## config.mk

```make
export PLATFORM = sky130hd
export DESIGN_NAME = fault_report_spi_slave_flat
export DESIGN_NICKNAME = d
export VERILOG_FILES = /design/src/design/spi_pkg.sv /design/src/design/spi_link_if.sv /design/src/design/fault_report_spi_slave.sv /design/src/flat_wrapper.sv
export SDC_FILE = /design/constraint.sdc
export NUM_CORES = 1
export LEC_CHECK = 0
export BUFFER_PORTS_ARGS = -buffer_cell sky130_fd_sc_hd__buf_2
export CAP_MARGIN = 20
export CORE_MARGIN = 5
export CORE_UTILIZATION = 40
export CTS_CLUSTER_SIZE = 28
export DETAILED_ROUTE_END_ITERATION = 10
export REMOVE_ABC_BUFFERS = 1
export SYNTH_ARGS = -nofsm -noshare
export SYNTH_HDL_FRONTEND = slang
export SYNTH_SLANG_ARGS = --single-unit
export TNS_END_PERCENT = 50
```

## constraint.sdc

```tcl
create_clock -name CORE_CLK -period 2.15 [get_ports CORE_CLK]
set_input_delay 0.1075 -clock CORE_CLK [delete_from_list [all_inputs] [get_ports CORE_CLK]]
set_output_delay 0.1075 -clock CORE_CLK [all_outputs]
set_load 0.01 [all_outputs]
```

## src/design/spi_pkg.sv

```systemverilog
// shared constants for the fault report serial link
package spi_pkg;
    // frame and word layout
    localparam int FRAME_BITS  = 16;
    localparam int CNT_W       = 4;
    localparam int CH_NUM      = 6;
    localparam int FAULT_W     = 12;
    localparam int TX_PAD_W    = FRAME_BITS - FAULT_W;
    localparam int CMD_DATA_W  = 6;
    localparam int CMD_ADDR_HI = 15;
    localparam int CMD_ADDR_LO = 12;
    localparam int CMD_SEL_W   = CMD_ADDR_HI - CMD_ADDR_LO + 1;
    localparam int NUM_CFG     = 4;
    localparam int CFG_IDX_W   = 2;

    localparam logic [CNT_W-1:0]     CNT_LAST   = 4'hF;
    localparam logic [TX_PAD_W-1:0]  TX_PAD     = 4'h0;
    localparam logic [CFG_IDX_W-1:0] CFG_GATE   = 2'h0;
    localparam logic [CMD_SEL_W-1:0] CFG_SEL_LIM = 4'h4;

    // host side request widths
    localparam int HOST_DATA_W = 32;
    localparam int HOST_LEN_W  = 6;
    localparam int TMR_W       = 8;

    // timing, core clock 200 MHz
    localparam int  CORE_PERIOD_NS  = 5;
    localparam int  SCLK_HALF_NS    = 125;
    localparam int  CS_HOLD_NS      = 75;
    localparam real TRANSFER_GAP_US = 1.0;

    localparam int HALF_CYC = SCLK_HALF_NS / CORE_PERIOD_NS;
    localparam int HOLD_CYC = (CS_HOLD_NS + CORE_PERIOD_NS - 1) / CORE_PERIOD_NS;
    localparam int GAP_CYC  = int'($ceil(TRANSFER_GAP_US * 1000.0 / CORE_PERIOD_NS));

    localparam logic [TMR_W-1:0] HALF_TICKS = TMR_W'(HALF_CYC - 1);
    localparam logic [TMR_W-1:0] HOLD_TICKS = TMR_W'(HOLD_CYC - 1);
    localparam logic [TMR_W-1:0] GAP_TICKS  = TMR_W'(GAP_CYC - 1);
    localparam logic [TMR_W-1:0] TMR_ZERO   = 8'h00;
    localparam logic [HOST_LEN_W-1:0] LEN_ZERO = 6'h00;

    // host sequencer states
    typedef enum logic [2:0] {
        H_IDLE = 3'b000,
        H_LOW  = 3'b001,
        H_HIGH = 3'b010,
        H_HOLD = 3'b011,
        H_GAP  = 3'b100
    } host_state_e;
endpackage : spi_pkg

```

## src/design/spi_link_if.sv

```systemverilog
// serial link wires between host and fault report slave
`timescale 1ns/1ps
`default_nettype none
interface spi_link_if;
    logic chip_select_n;
    logic sclk;
    logic si;
    logic so_o;
    logic so_oe;
    logic so;

    // released line reads low
    assign so = so_oe ? so_o : 1'b0;

    modport device (input chip_select_n, input sclk, input si, output so_o, output so_oe);
    modport host   (output chip_select_n, output sclk, output si, input so);
endinterface : spi_link_if
`default_nettype wire

```

## src/design/fault_report_spi_slave.sv

```systemverilog
// device end: fault report serial slave with frame checking
`timescale 1ns/1ps
`default_nettype none

// Summary of operation
// - valid frame needs multiple of 16 rising clocks
// - frame error sets fault flag from present faults
// - full duplex, msb first, on host clock
// - serial output changes on falling clock edges
// - serial input sampled on rising clock edges
// - select fall: reset count, load faults, clear flag
// - faults during frame captured after select rises
// - valid frame end decodes last word, flag enabled
// - valid frame end recaptures present fault state
// - error frame: command dropped, fault data kept
// - flag follows channel faults, never frame errors
// - host keeps select high at least 1us
// - reset: gates low, defaults, flags off
// - supply good enables outputs and commands
// - supply low clears flags, forces gates low
// - host idles serial clock low
// - works alone or inside a daisy chain
// - outgoing word: four zeros, twelve fault bits
// - command: select field plus six data bits
// - host sends zero command msb
module fault_report_spi_slave
    import spi_pkg::*;
(
    // clock and reset
    input  wire logic                  CORE_CLK,
    input  wire logic                  RST_B,
    input  wire logic                  CLK_EN,
    // serial link
    spi_link_if.device                 LINK,
    // fault and supply status
    input  wire logic [FAULT_W-1:0]    FAULT_CODE,
    input  wire logic                  STATUS_COND,
    input  wire logic                  LOGIC_SUPPLY_OK,
    // gate drive
    output logic [CH_NUM-1:0]          GATE_DRIVE_OUT,
    // open-drain flags
    output logic                       FAULT_FLAG_N_O,
    output logic                       FAULT_FLAG_N_OE,
    output logic                       STATUS_FLAG_N_O,
    output logic                       STATUS_FLAG_N_OE,
    // decoded command
    output logic                       CMD_STROBE,
    output logic [CFG_IDX_W-1:0]       CMD_ADDR,
    output logic [CMD_DATA_W-1:0]      CMD_DATA,
    output logic                       FRAME_ERROR
);
    import spi_pkg::*;

    typedef struct packed {
        logic                                 cs_s1;
        logic                                 cs_s2;
        logic                                 cs_d;
        logic                                 sck_s1;
        logic                                 sck_s2;
        logic                                 sck_d;
        logic                                 si_s1;
        logic                                 si_s2;
        logic                                 sup_s1;
        logic                                 sup_s2;
        logic [CNT_W-1:0]                     bit_cnt;
        logic                                 got_word;
        logic [FRAME_BITS-1:0]                rx_sr;
        logic [FRAME_BITS-1:0]                tx_sr;
        logic                                 so_bit;
        logic                                 so_en;
        logic [FAULT_W-1:0]                   fault_latch;
        logic                                 fault_set;
        logic                                 fault_oe;
        logic                                 status_oe;
        logic                                 flag_lo;
        logic [NUM_CFG-1:0][CMD_DATA_W-1:0]   cfg;
        logic [CH_NUM-1:0]                    gate;
        logic                                 cmd_strobe;
        logic [CFG_IDX_W-1:0]                 cmd_addr;
        logic [CMD_DATA_W-1:0]                cmd_data;
        logic                                 frame_err;
    } dev_s;

    dev_s r_reg;
    dev_s r_next;

    // select field must name an existing register
    function automatic logic sel_ok(input logic [CMD_SEL_W-1:0] sel);
        sel_ok = (sel < CFG_SEL_LIM);
    endfunction : sel_ok

    logic                 cs_fall;
    logic                 cs_rise;
    logic                 sck_rise;
    logic                 sck_fall;
    logic                 frame_ok;
    logic [CMD_SEL_W-1:0] cmd_sel;

    always_comb begin
        r_next            = r_reg;
        r_next.cmd_strobe = 1'b0;
        r_next.frame_err  = 1'b0;

        // two-stage synchronisers, edges from stage two onward
        r_next.cs_s1  = LINK.chip_select_n;
        r_next.cs_s2  = r_reg.cs_s1;
        r_next.cs_d   = r_reg.cs_s2;
        r_next.sck_s1 = LINK.sclk;
        r_next.sck_s2 = r_reg.sck_s1;
        r_next.sck_d  = r_reg.sck_s2;
        r_next.si_s1  = LINK.si;
        r_next.si_s2  = r_reg.si_s1;
        r_next.sup_s1 = LOGIC_SUPPLY_OK;
        r_next.sup_s2 = r_reg.sup_s1;

        cs_fall  = r_reg.cs_d & ~r_reg.cs_s2;
        cs_rise  = ~r_reg.cs_d & r_reg.cs_s2;
        sck_rise = ~r_reg.sck_d & r_reg.sck_s2 & ~r_reg.cs_s2;
        sck_fall = r_reg.sck_d & ~r_reg.sck_s2 & ~r_reg.cs_s2;
        frame_ok = r_reg.got_word && (r_reg.bit_cnt == '0);
        cmd_sel  = r_reg.rx_sr[CMD_ADDR_HI:CMD_ADDR_LO];

        // output driven only inside a frame
        r_next.so_en = ~r_reg.cs_s2 & r_reg.sup_s2;

        if (!r_reg.sup_s2) begin
            r_next.fault_set = 1'b0;
            r_next.fault_oe  = 1'b0;
            r_next.status_oe = 1'b0;
            r_next.gate      = '0;
            r_next.bit_cnt   = '0;
            r_next.got_word  = 1'b0;
        end else begin
            if (cs_fall) begin
                r_next.bit_cnt   = '0;
                r_next.got_word  = 1'b0;
                r_next.tx_sr     = {TX_PAD, r_reg.fault_latch};
                r_next.so_bit    = TX_PAD[TX_PAD_W-1];
                r_next.fault_set = 1'b0;
            end else if (sck_rise) begin
                r_next.rx_sr   = {r_reg.rx_sr[FRAME_BITS-2:0], r_reg.si_s2};
                r_next.bit_cnt = r_reg.bit_cnt + 1'b1;
                if (r_reg.bit_cnt == CNT_LAST) begin
                    r_next.got_word = 1'b1;
                end
            end else if (sck_fall) begin
                // received bits follow the fault word out
                r_next.tx_sr  = {r_reg.tx_sr[FRAME_BITS-2:0], r_reg.rx_sr[0]};
                r_next.so_bit = r_reg.tx_sr[FRAME_BITS-2];
            end else if (cs_rise) begin
                if (frame_ok) begin
                    if (sel_ok(cmd_sel)) begin
                        r_next.cfg[cmd_sel[CFG_IDX_W-1:0]] =
                            r_reg.rx_sr[CMD_DATA_W-1:0];
                        r_next.cmd_strobe = 1'b1;
                        r_next.cmd_addr   = cmd_sel[CFG_IDX_W-1:0];
                        r_next.cmd_data   = r_reg.rx_sr[CMD_DATA_W-1:0];
                    end
                    r_next.fault_latch = FAULT_CODE;
                    r_next.fault_set   = |FAULT_CODE;
                end else begin
                    r_next.frame_err   = 1'b1;
                    r_next.fault_latch = r_reg.fault_latch | FAULT_CODE;
                    r_next.fault_set   = |FAULT_CODE;
                end
            end else if (r_reg.cs_s2) begin
                // faults only gathered between frames
                r_next.fault_latch = r_reg.fault_latch | FAULT_CODE;
                if (|FAULT_CODE) begin
                    r_next.fault_set = 1'b1;
                end
            end
            // flags never look at frame errors
            r_next.fault_oe  = r_next.fault_set & r_reg.cs_s2;
            r_next.status_oe = STATUS_COND;
            r_next.gate      = r_reg.cfg[CFG_GATE];
        end
    end

    always_ff @(posedge CORE_CLK or negedge RST_B) begin
        if (!RST_B) begin
            r_reg        <= '0;
            r_reg.cs_s1  <= 1'b1;
            r_reg.cs_s2  <= 1'b1;
            r_reg.cs_d   <= 1'b1;
        end else if (CLK_EN) begin
            r_reg <= r_next;
        end
    end

    assign LINK.so_o        = r_reg.so_bit;
    assign LINK.so_oe       = r_reg.so_en;
    assign GATE_DRIVE_OUT   = r_reg.gate;
    assign FAULT_FLAG_N_O   = r_reg.flag_lo;
    assign FAULT_FLAG_N_OE  = r_reg.fault_oe;
    assign STATUS_FLAG_N_O  = r_reg.flag_lo;
    assign STATUS_FLAG_N_OE = r_reg.status_oe;
    assign CMD_STROBE       = r_reg.cmd_strobe;
    assign CMD_ADDR         = r_reg.cmd_addr;
    assign CMD_DATA         = r_reg.cmd_data;
    assign FRAME_ERROR      = r_reg.frame_err;
endmodule : fault_report_spi_slave
`default_nettype wire

```

## src/flat_wrapper.sv

```systemverilog
// flat-port wrapper written by rule: the top's interface ports become plain ports
module fault_report_spi_slave_flat import spi_pkg::*;
  (CORE_CLK, RST_B, CLK_EN, FAULT_CODE, STATUS_COND, LOGIC_SUPPLY_OK, GATE_DRIVE_OUT, FAULT_FLAG_N_O, FAULT_FLAG_N_OE, STATUS_FLAG_N_O, STATUS_FLAG_N_OE, CMD_STROBE, CMD_ADDR, CMD_DATA, FRAME_ERROR, LINK_chip_select_n, LINK_sclk, LINK_si, LINK_so_o, LINK_so_oe);
  spi_link_if LINK_i ();
  input  wire logic CORE_CLK;
  input  wire logic RST_B;
  input  wire logic CLK_EN;
  input  wire logic [FAULT_W-1:0] FAULT_CODE;
  input  wire logic STATUS_COND;
  input  wire logic LOGIC_SUPPLY_OK;
  output logic [CH_NUM-1:0] GATE_DRIVE_OUT;
  output logic FAULT_FLAG_N_O;
  output logic FAULT_FLAG_N_OE;
  output logic STATUS_FLAG_N_O;
  output logic STATUS_FLAG_N_OE;
  output logic CMD_STROBE;
  output logic [CFG_IDX_W-1:0] CMD_ADDR;
  output logic [CMD_DATA_W-1:0] CMD_DATA;
  output logic FRAME_ERROR;
  input wire logic [$bits(LINK_i.chip_select_n)-1:0] LINK_chip_select_n;
  input wire logic [$bits(LINK_i.sclk)-1:0] LINK_sclk;
  input wire logic [$bits(LINK_i.si)-1:0] LINK_si;
  output wire logic [$bits(LINK_i.so_o)-1:0] LINK_so_o;
  output wire logic [$bits(LINK_i.so_oe)-1:0] LINK_so_oe;
  assign LINK_i.chip_select_n = LINK_chip_select_n;
  assign LINK_i.sclk = LINK_sclk;
  assign LINK_i.si = LINK_si;
  assign LINK_so_o = LINK_i.so_o;
  assign LINK_so_oe = LINK_i.so_oe;
  fault_report_spi_slave u_core (.CORE_CLK(CORE_CLK), .RST_B(RST_B), .CLK_EN(CLK_EN), .LINK(LINK_i), .FAULT_CODE(FAULT_CODE), .STATUS_COND(STATUS_COND), .LOGIC_SUPPLY_OK(LOGIC_SUPPLY_OK), .GATE_DRIVE_OUT(GATE_DRIVE_OUT), .FAULT_FLAG_N_O(FAULT_FLAG_N_O), .FAULT_FLAG_N_OE(FAULT_FLAG_N_OE), .STATUS_FLAG_N_O(STATUS_FLAG_N_O), .STATUS_FLAG_N_OE(STATUS_FLAG_N_OE), .CMD_STROBE(CMD_STROBE), .CMD_ADDR(CMD_ADDR), .CMD_DATA(CMD_DATA), .FRAME_ERROR(FRAME_ERROR));
endmodule
```

# Word level (Yosys, flattened, before mapping)
# Index checks and enable logic that the tools add are counted.
# Widths: inputs -> output; s select.
# word_totals
inputBits	20
mem_bits_rw	0
n_memories	0
latch_bits	0
rom_bits	0
output_inout_bits	22
reg_bits	103
word_cells	93
# op_classes
n_reduce_logical	12
order_cmp	3
n_bitwise	16
addsub	1
muxes	28
n_mul	0
div_mod_pow	0
shift	0
eq_ne	4
# op_table
op	count
$mux 10	5
$mux 16	3
$mux 13	3
$bwmux 24	1
$mux 21	1
$mux 9	2
$demux 6 s2	1
$mux 6	2
$or 12x12->12	1
$reduce_or 12->1	1
$mux 5	2
$and 1x1->1	8
$reduce_and 4->1	2
$reduce_and 8->1	1
$mux 1	7
$not 1->1	7
$ne 3x3->1 const B	2
$reduce_and 6->1	1
$add 4x1->4 const B	1
$eq 4x4->1 const B	1
$logic_not 4->1	1
$lt 4x3->1 const B	1
$reduce_bool 2->1	2
$lt 2x3->1 const B	1
other kinds (6)	7

# Logic depth before layout (Yosys ltp)
# depth
word_depth	10
mapped_depth	8
ltp_nobuf	6

# Worst setup path after synthesis
# Ideal clock, no wire load.
# synth_timing
kind	reg-to-reg
startpoint	register u_core.r_reg[91] in the netlist's numbering
endpoint	register u_core.r_reg[16] in the netlist's numbering
t_required_ns	2.025
setup_time_ns	0.125
t_arrival_ns	2.157
slack_ns	-0.133
synth_period_minus_slack_ns	2.283
n_path_buf	2
path_stages_with_launch	9
cell_sequence	dfrtp_1 inv_1 ha_1 nand4bb_4 or4b_4 buf_6 or3_1 buf_6 mux2_4
# synth_between
elab_chain_len	3
# synth_lines
item	line_no	source
start: declaration	fault_report_spi_slave.sv:84	dev_s r_reg;
start signal: assignment	fault_report_spi_slave.sv:187	r_reg <= r_next;
$logic_not 4->1	fault_report_spi_slave.sv:120	frame_ok = r_reg.got_word && (r_reg.bit_cnt == '0);
$logic_and 1x1->1	fault_report_spi_slave.sv:120	
$reduce_and 8->1 (no source line)	n/a	
# Every way passes these cells.
# A chain may end at the register's enable or synchronous reset.

# Worst setup path in the final report
# layout_timing
startpoint	register u_core.r_reg[92] in the netlist's numbering
endpoint	register u_core.r_reg[19] in the netlist's numbering
# The elaborated chain is that of the path after synthesis.

==> results.yml <==
outcome:
  status: "completed"
synthesis:
  ys_top_cells_by_count: "dfrtp_1, mux2_2, nand2_1, o21ai_0"
  syn-instance-count: 295
  synth_top_area_frac: 0.563
  synth-seq-cells: 85
  ys_warn_count: 0
  yosysMostFrequentCell: "dfrtp_1"
  synth_ff_type: "dfrtp_1"
  async_flop_share: 1.00
  syn-mean-instance-area_um2: 12.4
  synth.top_cells.by_area: "dfrtp_1, mux2_2, mux2i_1"
  synth_edf_count: 0
  synth_top_cell_by_area: "dfrtp_1"
  syn_area_um2: 3650
  yosys.cell_types.count: 36
  ys_seq_area_frac: 0.584
clocking:
  cts_tree: "yes"
  clockBufferDepth: 2
  numCtsBuffers: 9
  clkTransAtPathRegs_ns: 0.08
  clk_latency_ns: 0.35
  cts-root-buf: "clkbuf_8"
  cts-htree-levels: 3
  clock_sinks: 85
worst_hold_path:
  hold_class: "primary input to register"
timing:
  clock.fmax_mhz: 475
  setup_ws_ns: 0.0459
  relSlewSlack: 0.385
  period_needed_ns: 2.10
  setup_violations: 0
  finalCritPeriodShare: 0.979
  fin_skew_ns: 0.00989
  maxSlewViolCount: 0
  hold_violations: 0
  tightest_slew_ns: 0.919
drt:
  wl_mm: 6.90
  drtPass1Iterations: 4
  wl_per_cell_um: 15.1
  drtIter0Drc: 48
  via_per_inst: 4.98
  drc: 0
  vias: 2274
  postRouteAntennaNets: 0
global_route:
  grt_max_degree: 44
  grt_pass1_vias: 2389
  antenna_found_initial: 0
  grt.total_usage: 0.131
  globalRouteOverflowTotal: 0
  grt_pass1_wl_mm: 11.9
setup_path:
  critical_path_arrival_ns: 2.34
  end_kind: "register"
  path_max_fanout: 6
  critPathLaunchType: "register"
  crit_type: "register to register"
  worstPathRequired_ns: 2.38
finish:
  area_delta_synth_final_pct: 17.9
  nets: 366
  final_core_util: 0.488
  largest_reg_flops: 55
  antennaDiodeCount: 0
  layout-drive-gt1-share: 0.355
placement:
  place_ws_ns: -0.0949
  globalplace.congestion: 0.775
  portBuffers: 39
  dp_hpwl_mm: 4.66
floorplanning:
  start_util: 0.414
  die_h_um: 105
  die_w_um: 105
  ioPinCount: 42
  design.core.area_um2: 8810
  num_rows: 34
  die_area_um2: 11100
power:
  ir_drop_mv: 0.438
  powerDensity_nw_per_um2: 941
  p_leak_nw: 2.14
  finalPower_mw: 4.05
job:
  drv_cap: 0
-- cells by family (layout without fill, tap and decap cells) --
logic type	Yosys count	after routing	share of synthesized area
simple gates	55	55	0.0800
flops	85	85	0.584
mux	52	52	0.162
buf+inv	49	102	0.0717
other cells	1	2	0.00103
compound gates	51	51	0.0937
fa+ha+maj	2	2	0.00686
-- power breakdown --
group | total [mW] | leakage, nW | switching (mW) | internal (mW)
Combinational | 0.731 | 0.947 | 0.334 | 0.397
Sequential | 2.15 | 1.10 | 0.212 | 1.94
Clock | 1.16 | 0.102 | 0.560 | 0.600
Total | 4.05 | 2.14 | 1.11 | 2.94
-- area by class of cell --
cell class                      count  area, µm²
Multi-Input combinational cell    162       1280
Clock inverter                      5       58.8
Clock buffer                       11        151
Inverter                           16       60.1
Sequential cell                    85       2130
Tap cell                          108        135
Timing Repair Buffer               70        480
Fill cell                         780       4510
-- routing by layer --
metal | up-vias | routed length (µm) | track usage
met5 | - | 0 | 0
met4 | 0 | 41 | 0.0253
met3 | 6 | 290 | 0.0391
met2 | 47 | 3170 | 0.205
met1 | 1111 | 3390 | 0.183
li1 | 1110 | - | -
-- stage by stage --
step / area (µm²) / cells / setup TNS, ns / hold WS (ns)
after global placement: 3920 / 426 / -0.376 / 0.141
final: 4300 / 457 / 0 / 0.0260
after global routing: 4300 / 457 / -0.0904 / 0.00754
after CTS: 4250 / 453 / 0 / 0.000479
after floorplan: 3450 / 263 / -0.743 / -0.188
after detailed placement: 3920 / 426 / -0.555 / 0.149
-- placed cells by master, fill, tap and decap left out, types with 3 or more instances in the layout --
master and count:
clkbuf_8 11, dlygate4sd3_1 12, o21ai_0 24, mux2i_1 13
dfstp_2 3, mux2_2 33, nand3_1 11, nand2_1 24
buf_4 18, buf_2 38, inv_1 14, o2bb2ai_1 3
dfrtp_1 82, nor2_1 5, nor4_1 3, a22o_1 13
mux2_4 6
-- repair_timing --
action | in CTS | in global routing
hold buffers | 11 | 1
buffers inserted | 0 | 2
pin swaps | 0 | 2
setup endpoints to repair | 6 | 6
resized for setup | 1 | 4
endpoints found under the hold margin | 49 | 1
-- worst paths after layout --
check / start / end / slack [ns] / cells after the start
worst max-delay path: u_core.r_reg[92] / u_core.r_reg[19] / 0.05 / 6
worst min-delay path: FAULT_CODE[4] / u_core.r_reg[48] / 0.03 / 2
worst max register to register: u_core.r_reg[92] / u_core.r_reg[19] / 0.05 / 6
worst min register to register: u_core.LINK.so_o / u_core.LINK.so_o / 0.48 / 2
max in group asynchronous: RST_B / u_core.r_reg[85] / 1.22 / 3
min in group asynchronous: RST_B / u_core.LINK.so_o / 0.30 / 2
-- worst max-delay path, stage by stage, from the launching register on --
cell,delay [ns]
dfrtp_1,0.40
inv_2,0.08
ha_4,0.13
nand4bb_4,0.11
or4b_4,0.50
or3_4,0.47
mux2_4,0.31
Note: power is estimated with default switching activity, not from simulation.
